## src/dual_counter_pkg.sv

```systemverilog
// Package with register offsets, field positions and reset values of the dual counter block.
// Summary of operation
// - Transmit mode: combined output is AND, OR, NOR or NAND of both counter outputs.
// - Demodulation mode: the same field selects rising, falling or both edges.
// - Transmit submode selects alternating or normal; normal ends alternating operation.
// - Submode 10 forces word counter output low at once; 11 forces it high.
// - Demodulation mode: submode field sets the glitch width filtered before detection.
// - Byte counter output takes the initial-level bit when counting starts.
// - Disabled byte counter holds output at the inverse of its initial level.
// - Rising edge sets rise flag; software writing one clears it.
// - Word counter output takes its initial level at start, except in transmit submodes 10 and 11.
// - Disabled word counter holds output at the inverse of its initial level, except in transmit submodes 10 and 11.
// - Falling edge sets fall flag; software writing one clears it.
// - Alternating operation: hardware enables the two counters in turn, one at a time.
// - Alternating operation: each timeout flag sets at every terminal count.
// - Byte control bit 0 routes byte counter output to port 3 pin 4.
// - Word control bit 0 routes word counter output to port 3 pin 5.
// - Common control bit 6 drives port 3 pin 6 with the gate combination.
// - Edge input is taken from port 3 pin 1 or port 2 pin 0.
package dual_counter_pkg;
	localparam logic [3:0] OFF_BYTE_CTRL = 4'h0;
	localparam logic [3:0] OFF_COMMON_CTRL = 4'h1;
	localparam logic [3:0] OFF_WORD_CTRL = 4'h2;
	localparam logic [3:0] OFF_MODE_CTRL = 4'h3;
	localparam logic [3:0] OFF_BYTE_LOW = 4'h4;
	localparam logic [3:0] OFF_BYTE_HIGH = 4'h5;
	localparam logic [3:0] OFF_WORD_LOW = 4'h6;
	localparam logic [3:0] OFF_WORD_HIGH = 4'h7;
	localparam logic [3:0] OFF_IRQ_STATUS = 4'h8;
	localparam logic [3:0] OFF_IRQ_ENABLE = 4'h9;
	localparam logic [3:0] OFF_IRQ_CLEAR = 4'ha;
	localparam int BIT_ROUTE = 0;
	localparam int BIT_TIMEOUT = 5;
	localparam int BIT_ENABLE = 7;
	localparam int BIT_INIT_BYTE = 1;
	localparam int BIT_INIT_WORD = 0;
	localparam int BIT_COMBINE_ROUTE = 6;
	localparam int BIT_MODE_DEMOD = 0;
	localparam int BIT_EDGE_SOURCE = 1;
	localparam logic [7:0] RESET_CTRL = 8'h00;
	localparam logic [7:0] RESET_HOLD = 8'h00;
	localparam logic [1:0] GATE_AND = 2'h0;
	localparam logic [1:0] GATE_OR = 2'h1;
	localparam logic [1:0] GATE_NOR = 2'h2;
	localparam logic [1:0] GATE_NAND = 2'h3;
	localparam logic [1:0] SUB_NORMAL = 2'h0;
	localparam logic [1:0] SUB_ALTERNATE = 2'h1;
	localparam logic [1:0] SUB_FORCE_LOW = 2'h2;
	localparam logic [1:0] SUB_FORCE_HIGH = 2'h3;
	localparam int IRQ_BITS = 4;
	localparam int GLITCH_UNIT_CYCLES = 4;
	typedef enum logic {TURN_BYTE, TURN_WORD} turn_t;
endpackage : dual_counter_pkg

```

## src/dual_counter_output_demod.sv

```systemverilog
// Control, output and edge demodulation logic of a byte counter and a word counter.
//
// Our own choice: strobed register access.
module dual_counter_output_demod (
	input wire logic mclk_i,
	input wire logic rst_i,
	input wire logic [3:0] addr_i,
	input wire logic [7:0] wdata_i,
	input wire logic wr_i,
	input wire logic rd_i,
	output logic [7:0] rdata_o,
	input wire logic port3_pin1_i,
	input wire logic port2_pin0_i,
	output logic port3_pin4_o,
	output logic port3_pin5_o,
	output logic port3_pin6_o,
	output logic irq_o
);
	import dual_counter_pkg::*;

	logic [7:0] byte_counter_control;
	logic [7:0] common_control;
	logic [7:0] word_counter_control;
	logic [7:0] mode_control;
	logic [7:0] byte_counter_low_hold;
	logic [7:0] byte_counter_high_hold;
	logic [7:0] word_counter_low_hold;
	logic [7:0] word_counter_high_hold;
	logic [IRQ_BITS-1:0] irq_status;
	logic [IRQ_BITS-1:0] irq_enable;
	logic [7:0] byte_count;
	logic [15:0] word_count;
	logic byte_counter_output;
	logic word_counter_output;
	logic byte_run_q;
	logic word_run_q;
	turn_t turn;
	logic edge_in_q;
	logic edge_filt;
	logic [7:0] glitch_cnt;
	logic rise_flag;
	logic fall_flag;

	wire demod = mode_control[BIT_MODE_DEMOD];
	wire [1:0] logic_sel = common_control[5:4];
	wire [1:0] submode = common_control[3:2];
	wire init_byte = common_control[BIT_INIT_BYTE];
	wire init_word = common_control[BIT_INIT_WORD];
	wire byte_en = byte_counter_control[BIT_ENABLE];
	wire word_en = word_counter_control[BIT_ENABLE];
	wire alternating = !demod && submode == SUB_ALTERNATE;
	wire byte_start = byte_en && !byte_run_q;
	wire word_start = word_en && !word_run_q;
	wire byte_tc = byte_en && !byte_start && byte_count == 8'h00;
	wire word_tc = word_en && !word_start && word_count == 16'h0000;
	wire wr_common = wr_i && addr_i == OFF_COMMON_CTRL;
	wire edge_src = mode_control[BIT_EDGE_SOURCE] ? port2_pin0_i : port3_pin1_i;
	wire [7:0] glitch_len = 8'(GLITCH_UNIT_CYCLES) * {6'h00, submode};
	wire rise_seen = demod && edge_in_q && !edge_filt && glitch_cnt >= glitch_len;
	wire fall_seen = demod && !edge_in_q && edge_filt && glitch_cnt >= glitch_len;
	wire rise_hit = rise_seen && (logic_sel == 2'h0 || logic_sel == 2'h2);
	wire fall_hit = fall_seen && (logic_sel == 2'h1 || logic_sel == 2'h2);
	wire clr_rise = wr_common && wdata_i[BIT_INIT_BYTE] && demod;
	wire clr_fall = wr_common && wdata_i[BIT_INIT_WORD] && demod;
	wire [IRQ_BITS-1:0] irq_events = {fall_hit, rise_hit, word_tc, byte_tc};

	function automatic logic gate(input logic [1:0] sel, input logic a, input logic b);
		unique case (sel)
			GATE_AND: gate = a & b;
			GATE_OR: gate = a | b;
			GATE_NOR: gate = ~(a | b);
			GATE_NAND: gate = ~(a & b);
		endcase
	endfunction : gate

	wire combined = gate(logic_sel, byte_counter_output, word_counter_output);

	logic [7:0] next_rdata;
	always_comb begin
		unique case (addr_i)
			OFF_BYTE_CTRL: next_rdata = byte_counter_control;
			OFF_COMMON_CTRL: next_rdata = demod ?
				{common_control[7:2], rise_flag, fall_flag} : common_control;
			OFF_WORD_CTRL: next_rdata = word_counter_control;
			OFF_MODE_CTRL: next_rdata = mode_control;
			OFF_BYTE_LOW: next_rdata = byte_counter_low_hold;
			OFF_BYTE_HIGH: next_rdata = byte_counter_high_hold;
			OFF_WORD_LOW: next_rdata = word_counter_low_hold;
			OFF_WORD_HIGH: next_rdata = word_counter_high_hold;
			OFF_IRQ_STATUS: next_rdata = {4'h0, irq_status};
			OFF_IRQ_ENABLE: next_rdata = {4'h0, irq_enable};
			default: next_rdata = 8'h00;
		endcase
	end

	always_ff @(posedge mclk_i or posedge rst_i) begin
		if (rst_i) begin
			rdata_o <= 8'h00;
		end else begin
			rdata_o <= rd_i ? next_rdata : 8'h00;
		end
	end

	always_ff @(posedge mclk_i or posedge rst_i) begin
		if (rst_i) begin
			common_control <= RESET_CTRL;
			mode_control <= RESET_CTRL;
			byte_counter_low_hold <= RESET_HOLD;
			byte_counter_high_hold <= RESET_HOLD;
			word_counter_low_hold <= RESET_HOLD;
			word_counter_high_hold <= RESET_HOLD;
			irq_enable <= '0;
		end else if (wr_i) begin
			if (addr_i == OFF_COMMON_CTRL && !demod) common_control <= wdata_i;
			if (addr_i == OFF_COMMON_CTRL && demod) common_control[7:2] <= wdata_i[7:2];
			if (addr_i == OFF_MODE_CTRL) mode_control <= wdata_i;
			if (addr_i == OFF_BYTE_LOW) byte_counter_low_hold <= wdata_i;
			if (addr_i == OFF_BYTE_HIGH) byte_counter_high_hold <= wdata_i;
			if (addr_i == OFF_WORD_LOW) word_counter_low_hold <= wdata_i;
			if (addr_i == OFF_WORD_HIGH) word_counter_high_hold <= wdata_i;
			if (addr_i == OFF_IRQ_ENABLE) irq_enable <= wdata_i[IRQ_BITS-1:0];
		end
	end

	// Control registers: software writes, hardware swaps enables and sets timeouts.
	logic [7:0] next_byte_ctrl;
	logic [7:0] next_word_ctrl;
	always_comb begin
		next_byte_ctrl = byte_counter_control;
		next_word_ctrl = word_counter_control;
		if (wr_i && addr_i == OFF_BYTE_CTRL) next_byte_ctrl = wdata_i;
		if (wr_i && addr_i == OFF_WORD_CTRL) next_word_ctrl = wdata_i;
		if (alternating && byte_tc) begin
			next_byte_ctrl[BIT_ENABLE] = 1'b0;
			next_word_ctrl[BIT_ENABLE] = 1'b1;
		end
		if (alternating && word_tc) begin
			next_word_ctrl[BIT_ENABLE] = 1'b0;
			next_byte_ctrl[BIT_ENABLE] = 1'b1;
		end
		if (byte_tc) next_byte_ctrl[BIT_TIMEOUT] = 1'b1;
		if (word_tc) next_word_ctrl[BIT_TIMEOUT] = 1'b1;
	end

	always_ff @(posedge mclk_i or posedge rst_i) begin
		if (rst_i) begin
			byte_counter_control <= RESET_CTRL;
			word_counter_control <= RESET_CTRL;
			turn <= TURN_BYTE;
		end else begin
			byte_counter_control <= next_byte_ctrl;
			word_counter_control <= next_word_ctrl;
			if (!alternating) turn <= TURN_BYTE;
			else if (byte_tc) turn <= TURN_WORD;
			else if (word_tc) turn <= TURN_BYTE;
		end
	end

	always_ff @(posedge mclk_i or posedge rst_i) begin
		if (rst_i) begin
			byte_count <= 8'h00;
			word_count <= 16'h0000;
			byte_run_q <= 1'b0;
			word_run_q <= 1'b0;
		end else begin
			byte_run_q <= byte_en;
			word_run_q <= word_en;
			if (byte_start || byte_tc) byte_count <= byte_counter_low_hold;
			else if (byte_en) byte_count <= byte_count - 8'h01;
			if (word_start || word_tc) word_count <= {word_counter_high_hold, word_counter_low_hold};
			else if (word_en) word_count <= word_count - 16'h0001;
		end
	end

	always_ff @(posedge mclk_i or posedge rst_i) begin
		if (rst_i) begin
			byte_counter_output <= 1'b1;
			word_counter_output <= 1'b1;
		end else begin
			if (!byte_en) byte_counter_output <= ~init_byte;
			else if (byte_start) byte_counter_output <= init_byte;
			else if (byte_tc) byte_counter_output <= ~byte_counter_output;
			if (!demod && wr_common && wdata_i[3:2] == SUB_FORCE_LOW) begin
				word_counter_output <= 1'b0;
			end else if (!demod && wr_common && wdata_i[3:2] == SUB_FORCE_HIGH) begin
				word_counter_output <= 1'b1;
			end else if (!demod && submode[1]) begin
				word_counter_output <= word_counter_output;
			end else if (!word_en) begin
				word_counter_output <= ~init_word;
			end else if (word_start) begin
				word_counter_output <= init_word;
			end else if (word_tc) begin
				word_counter_output <= ~word_counter_output;
			end
		end
	end

	always_ff @(posedge mclk_i or posedge rst_i) begin
		if (rst_i) begin
			edge_in_q <= 1'b0;
			edge_filt <= 1'b0;
			glitch_cnt <= 8'h00;
		end else begin
			edge_in_q <= edge_src;
			if (edge_in_q == edge_filt) glitch_cnt <= 8'h00;
			else if (glitch_cnt >= glitch_len) edge_filt <= edge_in_q;
			else glitch_cnt <= glitch_cnt + 8'h01;
			if (edge_in_q != edge_filt && glitch_cnt >= glitch_len) glitch_cnt <= 8'h00;
		end
	end

	always_ff @(posedge mclk_i or posedge rst_i) begin
		if (rst_i) begin
			rise_flag <= 1'b0;
			fall_flag <= 1'b0;
			irq_status <= '0;
			irq_o <= 1'b0;
		end else begin
			if (rise_hit) rise_flag <= 1'b1;
			else if (clr_rise) rise_flag <= 1'b0;
			if (fall_hit) fall_flag <= 1'b1;
			else if (clr_fall) fall_flag <= 1'b0;
			if (wr_i && addr_i == OFF_IRQ_CLEAR) begin
				irq_status <= (irq_status & ~wdata_i[IRQ_BITS-1:0]) | irq_events;
			end else begin
				irq_status <= irq_status | irq_events;
			end
			irq_o <= |(irq_status & irq_enable);
		end
	end

	always_ff @(posedge mclk_i or posedge rst_i) begin
		if (rst_i) begin
			port3_pin4_o <= 1'b0;
			port3_pin5_o <= 1'b0;
			port3_pin6_o <= 1'b0;
		end else begin
			port3_pin4_o <= byte_counter_control[BIT_ROUTE] & byte_counter_output;
			port3_pin5_o <= word_counter_control[BIT_ROUTE] & word_counter_output;
			port3_pin6_o <= common_control[BIT_COMBINE_ROUTE] & combined;
		end
	end

	chk_pin4_route: assert property (@(posedge mclk_i) disable iff (rst_i)
		port3_pin4_o == $past(byte_counter_control[BIT_ROUTE] & byte_counter_output))
		else $error("Pin 4 does not follow the routed byte output.");
	chk_pin5_route: assert property (@(posedge mclk_i) disable iff (rst_i)
		!$past(word_counter_control[BIT_ROUTE]) |-> !port3_pin5_o)
		else $error("Pin 5 driven while word route is off.");
	chk_pin5_follow: assert property (@(posedge mclk_i) disable iff (rst_i)
		$past(word_counter_control[BIT_ROUTE]) |->
		port3_pin5_o == $past(word_counter_output))
		else $error("Pin 5 does not follow the routed word output.");
	chk_pin6_gate: assert property (@(posedge mclk_i) disable iff (rst_i)
		$past(common_control[6]) |-> port3_pin6_o ==
		gate($past(logic_sel), $past(byte_counter_output), $past(word_counter_output)))
		else $error("Pin 6 does not show the selected gate.");
	chk_pin6_off: assert property (@(posedge mclk_i) disable iff (rst_i)
		!$past(common_control[BIT_COMBINE_ROUTE]) |-> !port3_pin6_o)
		else $error("Pin 6 driven while the combined route is off.");
	chk_byte_idle: assert property (@(posedge mclk_i) disable iff (rst_i)
		!byte_en ##1 !byte_en |-> byte_counter_output == ~$past(init_byte))
		else $error("Idle byte output is not the inverse level.");
	chk_byte_start: assert property (@(posedge mclk_i) disable iff (rst_i)
		byte_start |=> byte_counter_output == $past(init_byte))
		else $error("Byte output missed its initial level.");
	chk_byte_timeout: assert property (@(posedge mclk_i) disable iff (rst_i)
		byte_tc |=> byte_counter_control[BIT_TIMEOUT])
		else $error("Byte timeout flag not set at terminal count.");
	chk_word_force: assert property (@(posedge mclk_i) disable iff (rst_i)
		!demod && wr_common && wdata_i[3:2] == SUB_FORCE_LOW |=> !word_counter_output)
		else $error("Word output not forced low.");
	chk_word_high: assert property (@(posedge mclk_i) disable iff (rst_i)
		!demod && wr_common && wdata_i[3:2] == SUB_FORCE_HIGH |=> word_counter_output)
		else $error("Word output not forced high.");
	chk_word_hold: assert property (@(posedge mclk_i) disable iff (rst_i)
		!demod && submode[1] && !(wr_common && wdata_i[3])
		|=> $stable(word_counter_output))
		else $error("Forced word output did not hold.");
	chk_word_idle: assert property (@(posedge mclk_i) disable iff (rst_i)
		!word_en && (demod || !submode[1]) && !(!demod && wr_common && wdata_i[3])
		|=> word_counter_output == ~$past(init_word))
		else $error("Idle word output is not the inverse level.");
	chk_word_start: assert property (@(posedge mclk_i) disable iff (rst_i)
		word_start && (demod || !submode[1]) && !(!demod && wr_common && wdata_i[3])
		|=> word_counter_output == $past(init_word))
		else $error("Word output missed its initial level.");
	chk_rise_sticky: assert property (@(posedge mclk_i) disable iff (rst_i)
		rise_hit |=> rise_flag)
		else $error("Rise flag not set after a rising edge.");
	chk_rise_clear: assert property (@(posedge mclk_i) disable iff (rst_i)
		clr_rise && !rise_hit |=> !rise_flag)
		else $error("Rise flag not cleared by software.");
	chk_rise_only: assert property (@(posedge mclk_i) disable iff (rst_i)
		$rose(rise_flag) |-> $past(rise_hit))
		else $error("Rise flag set without a rising edge.");
	chk_edge_select: assert property (@(posedge mclk_i) disable iff (rst_i)
		rise_seen && logic_sel[0] == 1'b0 |=> rise_flag)
		else $error("Selected rising edge not recognised.");
	chk_fall_sticky: assert property (@(posedge mclk_i) disable iff (rst_i)
		fall_hit |=> fall_flag)
		else $error("Fall flag not set after a falling edge.");
	chk_fall_clear: assert property (@(posedge mclk_i) disable iff (rst_i)
		clr_fall && !fall_hit |=> !fall_flag)
		else $error("Fall flag not cleared by software.");
	chk_fall_only: assert property (@(posedge mclk_i) disable iff (rst_i)
		$rose(fall_flag) |-> $past(fall_hit))
		else $error("Fall flag set without a falling edge.");
	chk_fall_select: assert property (@(posedge mclk_i) disable iff (rst_i)
		fall_seen && (logic_sel == 2'h1 || logic_sel == 2'h2) |=> fall_flag)
		else $error("Selected falling edge not recognised.");
	chk_edge_none: assert property (@(posedge mclk_i) disable iff (rst_i)
		demod && logic_sel == 2'h3 && !rise_flag |=> !rise_flag)
		else $error("Rise flag set while no edge is selected.");
	chk_glitch_width: assert property (@(posedge mclk_i) disable iff (rst_i)
		$changed(edge_filt) |-> $past(glitch_cnt >= glitch_len))
		else $error("Filtered level changed before the glitch width.");
	chk_edge_source: assert property (@(posedge mclk_i) disable iff (rst_i)
		edge_in_q == $past(edge_src))
		else $error("Edge input not taken from the selected pin.");
	chk_demod_init: assert property (@(posedge mclk_i) disable iff (rst_i)
		demod && wr_common |=> common_control[1:0] == $past(common_control[1:0]))
		else $error("Demodulation write changed the initial-level bits.");
	chk_rise_mode: assert property (@(posedge mclk_i) disable iff (rst_i)
		!demod |=> $stable(rise_flag) && $stable(fall_flag))
		else $error("Edge flags changed in transmit mode.");
	chk_alt_swap: assert property (@(posedge mclk_i) disable iff (rst_i)
		alternating && byte_tc && !word_tc |=> word_en && !byte_en)
		else $error("Alternating hand-over to the word counter failed.");
	chk_alt_back: assert property (@(posedge mclk_i) disable iff (rst_i)
		alternating && word_tc && !byte_tc |=> byte_en && !word_en)
		else $error("Alternating hand-over to the byte counter failed.");
	chk_alt_turn: assert property (@(posedge mclk_i) disable iff (rst_i)
		alternating && byte_tc && !word_tc |=> turn == TURN_WORD)
		else $error("Turn did not pass to the word counter.");
	chk_normal_turn: assert property (@(posedge mclk_i) disable iff (rst_i)
		!alternating |=> turn == TURN_BYTE)
		else $error("Turn not reset in normal operation.");
	chk_normal_hold: assert property (@(posedge mclk_i) disable iff (rst_i)
		!alternating && !wr_i |=> $stable(byte_en) && $stable(word_en))
		else $error("Enable changed by hardware in normal operation.");
	chk_timeout_set: assert property (@(posedge mclk_i) disable iff (rst_i)
		word_tc |=> word_counter_control[BIT_TIMEOUT])
		else $error("Word timeout flag not set at terminal count.");
endmodule : dual_counter_output_demod

```

## config.mk

```make
export PLATFORM = sky130hd
export DESIGN_NAME = dual_counter_output_demod
export DESIGN_NICKNAME = d
export VERILOG_FILES = /design/src/dual_counter_pkg.sv /design/src/dual_counter_output_demod.sv
export SDC_FILE = /design/constraint.sdc
export NUM_CORES = 1
export LEC_CHECK = 0
export BUFFER_PORTS_ARGS = -buffer_cell sky130_fd_sc_hd__buf_2
export CORE_AREA = 3 3 131 133
export CTS_BUF_LIST = sky130_fd_sc_hd__clkbuf_4 sky130_fd_sc_hd__clkbuf_8
export DETAILED_ROUTE_END_ITERATION = 12
export DIE_AREA = 0 0 134 136
export PLACE_DENSITY = 0.59
export RECOVER_POWER = 25
export SLEW_MARGIN = 10
export SYNTH_ARGS = -nofsm -noshare
export SYNTH_HDL_FRONTEND = slang
export SYNTH_SLANG_ARGS = --single-unit
```

## constraint.sdc

```tcl
create_clock -name mclk_i -period 5.01 [get_ports mclk_i]
set_input_delay 0.501 -clock mclk_i [delete_from_list [all_inputs] [get_ports mclk_i]]
set_output_delay 0.501 -clock mclk_i [all_outputs]
set_load 0.01 [all_outputs]
```

# Word level (Yosys, flattened, before mapping)
# Index checks and enable logic that the tools add are counted.
# totals
rom_bits	0
latchBits	0
wordCells	177
ram_bits	0
in_bits	18
regBits	124
n_memories	0
out_inout_bits	12
# op_classes
n_eq_ne	22
div_mod_pow	0
n_mul	0
shifts	0
bitwise_logic	17
n_lt_le_gt_ge	1
n_mux	36
add_sub_neg	3
n_reduce_logical	67
# ops
cell	count
one-hot mux 8 bit (10 select lines)	1
2-to-1 mux 8 bit	9
logical AND 1 bit	32
2-to-1 mux 16 bit	2
2-to-1 mux 1 bit	20
AND reduction 2 bit	10
equality test 4 x 3 -> 1 bit (second input constant)	4
zero test 16 bit	1
subtractor 16 x 1 -> 16 bit (second input constant)	1
nonzero test 2 bit	7
equality test 4 bit (second input constant)	3
adder 8 x 1 -> 8 bit (second input constant)	1
bitwise AND 4 bit	2
equality test 2 bit (second input constant)	4
equality test 4 x 2 -> 1 bit (second input constant)	2
>= comparator 8 x 4 -> 1 bit	1
zero test 8 bit	1
OR 4 bit	2
subtractor 8 x 1 -> 8 bit (second input constant)	1
zero test 1 bit	7
inverter 1 bit	7
2-to-1 mux 6 bit	1
nonzero test 3 bit	2
!= test 5 x 1 -> 1 bit (second input constant)	1
17 further kinds	24

# Logic depth before layout (Yosys ltp)
# Gate-level depths: netlist of the first run.
# logic_depth
ltp_word	11
ltp_mapped	9
mapped_depth_nobuf	7

# Least setup slack after synthesis of the first run
# Ideal clock, no wire load.
# synth_path
path_type	register to register
start	register word_count[0]
end	register word_count[11]
slack_ns	3.128
t_required_ns	4.889
arrival_time_ns	1.761
setup_time_ns	0.121
stages_incl_launch_ff	9
path_cell_list	dfrtp_1 inv_1 ha_1 nor4b_2 nand2_2 o21a_1 buf_6 mux2_4 a22o_1
# synth_via
elab_chain_cells	4
word_cells_on_any_way	7
classes_between	add/sub: 1; mux: 2; reduce/logical: 4
# synth_lines
item	line	rtl
start, declared	dual_counter_output_demod.sv:32	logic [15:0] word_count;
start signal, assigned	dual_counter_output_demod.sv:170	if (word_start || word_tc) word_count <= {word_counter_high_hold, word_counter_low_hold};
start signal, assigned	dual_counter_output_demod.sv:171	else if (word_en) word_count <= word_count - 16'h0001;
parallel branches: the longest is 4 deep, another holds subtractor 16 x 1 -> 16 bit	-	
# Parallel ways; which one is timed is not known. The select of a mux whose other input is x is not followed.
# A chain may end at the register's enable or synchronous reset.

==> reports/results.ini, run 1 <==
[timing]
hold_viol=0
post-route-min-period_ns=2.71
setup_viol=0
tns_ns=0
tightest_slew_ns=3.26
fmax_ghz=0.369
setup_slack_ns=2.30
fin_skew_ns=0.0171
drv_slew=76
relSlewSlack_pct=-118
grt_setup_unrepaired=no
period_share_pct=54.1

[global_route]
grtUsageMet2_pct=30.4
grt_pass1_wl_um=27100
antenna_found_initial=0
use_met3_pct=4.40
grt_max_degree=76
met1_usage_pct=26.5
track_usage_pct=19.4
grt_overflow=0
grt_pass1_vias=4836
top_usage_layer=met2

[power_and_ir_drop]
powerDensity_nw_per_um2=469
irDropWorstVdd_uv=210
p_leak_nw=3.10

[floorplan]
die_w_um=134
rows=46
dieArea_um2=18200
placeableCoreArea_um2=15900
start_util_pct=40.1
die_h_um=136
pin_count=30

[synthesis]
yosysMostFrequentCell=dfrtp_1
syn_inst=621
synth.area.top_cells=dfrtp_1 48%, mux2_2 11%, nand2_1 3.7%
synth_ff_type=dfrtp_1
ys_ff_latch=124
synth_top_cell_area_share_pct=47.8
async_flop_share_pct=100
synth-edff-count=0
yosys-top-cells-count=122 x dfrtp_1, 64 x mux2_2, 63 x nand2_1
yosys.cell_types.count=73
yosys_warnings=0
seq_area_frac_synth_pct=48.6
yosys.area.top_type=dfrtp_1
synth.avg_cell_area_um2=10.3
syn_area_um2=6390

[cells_and_area]
antenna_cells=0
fin_nets=673
area.growth.synth_to_final_pct=10.9
drive_above_1_share_pct=22.1

[placed_design]
port_buffers=29
gp_congestion=0.895
place_ws_ns=2.48
hpwl_um=11800

[critical_path]
cp-startpoint=rst_i
critPathMaxFanout=75
path_class=in -> async
worst_ep_arrival_time_ns=3.24
worstPathRequired_ns=5.54
start_kind=primary input
endpoint_kind=asynchronous set/reset pin
reg2reg_from=word_count[0]$_DFFE_PP0P_

[hold_path]
holdCritStartpoint=port3_pin1_i
min_path_type=in -> reg

[clock_tree]
clkSlewWorstSetupHoldPaths_ns=0.07
root_buffer=clkbuf_8
clk_latency_ns=0.46
ctsHoldBuffers=0
clk_path_buf_depth=2
cts_resized=0
htreeDepth=4
numCtsBuffers=17
cts_sinks=124
post_cts_buffers=0
cts_tree=built

[route]
vias=4924
drt-total-wl_um=16900
first_iter_violations=399
first_pass_iters=5
ant_nets=0
wire_per_inst_um=19.4
via_per_inst=5.65
drc=0

[job]
max_cap_violations=1

[status]
status=finished with violations
failed_checks=max-capacitance violations, max-slew violations

per-stage QoR:
| stage | util, % | area (um2) | hold slack, ns | power [mW] | instances |
|---|---|---|---|---|---|
| finish | 44.4 | 7080 | 0.278 | 3.32 | 871 |
| global route | 44.4 | 7080 | 0.259 | 3.53 | 871 |
| CTS | 44.4 | 7080 | 0.258 | 3.34 | 871 |
| detailed placement | 42.0 | 6690 | 0.471 | 2.45 | 839 |
| global placement | 42.0 | 6690 | 0.460 | 2.40 | 839 |
| floorplan | - | 6390 | 0.352 | 2.16 | 623 |
worst max-delay path, stage by stage:
cell	delay (ns)
buf_2	0.10
clkinvlp_2	1.80
buf_4	0.79
report_power, final:
group | internal (mW) | switching, mW
clock | 0.476 | 0.414
sequential | 1.28 | 0.305
combinational | 0.398 | 0.449
flip-flops by register name (all words and copies together) (netlist names), 4 cells and up:
name	flops
byte_counter_high_hold	8
word_counter_low_hold	8
rdata_o	8
word_counter_high_hold	8
irq_status	4
common_control	8
glitch_cnt	8
word_counter_control	8
byte_counter_control	8
mode_control	8
byte_counter_low_hold	8
irq_enable	4
word_count	16
byte_count	8
metal layers:
layer	wire (um)	vias to the layer above
li1	-	2276
met5	0	-
met3	759	24
met1	7910	2478
met4	328	0
met2	7920	146
cell families (layout without fill, tap and decap cells):
family	Yosys count	count (layout)	share of synthesized area, %
AO/OA/AOI/OAI	127	127	12.5
XOR/XNOR	6	6	0.823
adder cells (fa/ha/maj)	13	13	2.55
buffers and inverters	62	94	3.98
flip-flops	124	124	48.6
multiplexers	90	90	15.7
other	1	3	0.0587
AND/OR/NAND/NOR	198	198	15.8
path summary, 6_finish.rpt:
kind / cells after the start / slack (ns) / end
min: 2 / 0.28 / edge_in_q$_DFF_PP0_
max reg2reg: 7 / 2.66 / word_count[11]$_DFFE_PP0P_
min reg2reg: 2 / 0.49 / rise_flag$_DFFE_PP0P_
max: 3 / 2.30 / word_count[9]$_DFFE_PP0P_
max in group mclk_i: 7 / 2.66 / word_count[11]$_DFFE_PP0P_
min in group asynchronous: 2 / 0.96 / port3_pin4_o$_DFF_PP0_
layout make-up:
cell class              count  area (um2)
clock buffers              22         278
clock inverters            10         118
fillers                  1523        8860
inverters                  31         118
multi-input cells         437        3030
flip-flops and latches    124        3110
well taps                 216         270
repair buffers             31         160
placed cells by master (no fill, tap or decap), drive strengths merged, types with 14 or more instances in the layout:
cell type / n
nand2: 64
mux2: 66
mux2i: 23
a21oi: 29
nor3: 14
clkbuf: 22
inv: 30
buf: 31
o21ai: 39
nand3: 28
a22oi: 14
dfrtp: 122
nor2: 37
(Power assumes the default switching activity.)
==> run 2: changes to the inputs <==
clock period = 2.66 ns   (was 5.01 ns; I/O delays follow)
==> reports/results.ini, run 2 (same netlist as run 1, synthesis figures left out) <==
[status]
status=finished with violations
failed_checks=max-capacitance violations, max-slew violations

[hold_path]
worstHoldEndpoint=edge_in_q$_DFF_PP0_
whs_path_depth=2
holdCritStartpoint=port3_pin1_i
min_path_type=in -> reg

[power_and_ir_drop]
combinationalPowerShare_pct=25.4
powerDensity_nw_per_um2=878
p_clk_share_pct=27.4
p_leak_nw=3.15
intPower_mw=4.06
p_sw_share_pct=36.0
irDropWorstVdd_uv=566
p_switching_mw=2.28
seqPwrFrac_pct=47.1

[cells_and_area]
layout.cells.most_common_list=122 x dfrtp_1, 64 x mux2_2, 63 x nand2_1
largest_reg_flops=16
design_area_um2=7210
drive_above_1_share_pct=21.4
final_core_util_pct=45.3
fin_nets=686
top_register=word_count
antenna_cells=0
seq_area_um2=3110
fillers=1520
final_common_cell=dfrtp_1
area.growth.synth_to_final_pct=13.0
multi_input_comb_area_um2=3030

[critical_path]
critPathMaxFanout=15
path_class=reg -> reg
slowest_stage=o21a_1
crit_family=compound AO/OA/AOI/OAI gates
endpoint_kind=flip-flop
worst_ep_arrival_time_ns=2.62
cp-startpoint=word_count[0]$_DFFE_PP0P_
reg2reg_from=word_count[0]$_DFFE_PP0P_
start_kind=flip-flop
reg2regPathDepth=7
crit_buf_inv=1
max_stage_delay_ns=0.59
cp_cell_sequence=inv_1, ha_1, nor4b_2, nand2_2, o21a_1, mux2_4, a22o_1
rr_endpoint=word_count[11]$_DFFE_PP0P_
worstPathRequired_ns=2.99
rrSetupSlack_ns=0.37

[global_route]
track_usage_pct=19.7
antenna_found_initial=0
grt_pass1_vias=5065
grt_overflow=0
grt_pass1_wl_um=27700
grt_max_degree=42

[route]
via_per_inst=5.68
first_pass_iters=5
drc=0
ant_nets=0
vias=5018
first_iter_violations=429
wire_per_inst_um=19.1
drt-total-wl_um=16800

[clock_tree]
clk_latency_ns=0.45
htreeDepth=4
numCtsBuffers=17
root_buffer=clkbuf_8
clkSlewWorstSetupHoldPaths_ns=0.08
clk_path_buf_depth=2
cts_tree=built
cts_sinks=124
cts_resized=0

[floorplan]
die_h_um=136
pin_count=30
die_w_um=134
dieArea_um2=18200
rows=46
placeableCoreArea_um2=15900
start_util_pct=40.1

[job]
max_cap_violations=1

[placed_design]
placed_cell_area_um2=6820
port_buffers=29
gp_congestion=0.898
hpwl_um=11800

[timing]
tightest_slew_ns=1.83
drv_slew=37
grt_setup_unrepaired=no
tns_ns=0
setup_viol=0
hold_viol=0
fmax_ghz=0.437
fin_skew_ns=0.0167
relSlewSlack_pct=-22.5
post-route-min-period_ns=2.29
period_share_pct=86.0

## run 2: cell count changes in the layout (fill, tap and decap cells not counted), sizes merged
cell	previous run	this run
buf	31	29
dlygate4sd3	0	1
inv	30	35
clkbuf	22	32
clkinv	4	7
clkinvlp	5	1
## run 2: per-stage QoR
stage	setup slack [ns]	cells	hold slack [ns]	total power, mW
finish	0.373	884	0.0393	6.34
global route	0.286	884	0.0300	6.73
CTS	0.393	884	0.0241	6.37
detailed placement	0.410	851	0.479	4.62
global placement	0.471	851	0.461	4.55
floorplan	0.778	623	0.352	4.07
## run 2: final cells by class
type / count / area share, %
Sequential cell: 124 / 43.0
Multi-Input combinational cell: 437 / 42.1
Timing Repair Buffer: 44 / 3.85
Tap cell: 216 / 3.75
Clock buffer: 18 / 3.43
Clock inverter: 14 / 2.24
Inverter: 31 / 1.63
## run 2: worst reg2reg max path: stages (launching register included)
cell	delay, ns
dfrtp_1	0.42
inv_1	0.11
ha_1	0.20
nor4b_2	0.16
nand2_2	0.12
o21a_1	0.59
mux2_4	0.35
a22o_1	0.22
## run 2: power groups by stage
| stage | registers, mW | logic (mW) | clock network (mW) |
|---|---|---|---|
| floorplan | 2.78 | 1.30 | 0 |
| global placement | 2.98 | 1.56 | 0 |
| detailed placement | 3.01 | 1.61 | 0 |
| CTS | 2.98 | 1.62 | 1.77 |
| global route | 3.06 | 1.81 | 1.86 |
| finish | 2.99 | 1.61 | 1.74 |
## run 2: per-layer routing
layer | part of all wire, % | vias to the layer above | global-route usage [%]
met5 | 0 | - | 0
met3 | 5.8 | 33 | 4.29
met1 | 45 | 2505 | 26.4
met2 | 47 | 183 | 31.4
met4 | 2.5 | 0 | 7.54
li1 | - | 2297 | -
## run 2: what timing repair did
action,4_1_cts,5_1_grt
hold buffers,1,0
setup buffers,0,0
endpoints found under the hold margin,4,0
## run 2: worst max-delay path by stage
stage / depth (start not counted) / slack, ns / end
after floorplan: 8 / 0.78 / word_count[11]$_DFFE_PP0P_
after global placement: 7 / 0.47 / word_count[11]$_DFFE_PP0P_
after detailed placement: 7 / 0.41 / word_count[11]$_DFFE_PP0P_
after CTS: 7 / 0.39 / word_count[11]$_DFFE_PP0P_
after global routing: 7 / 0.29 / word_count[11]$_DFFE_PP0P_
final: 7 / 0.37 / word_count[11]$_DFFE_PP0P_
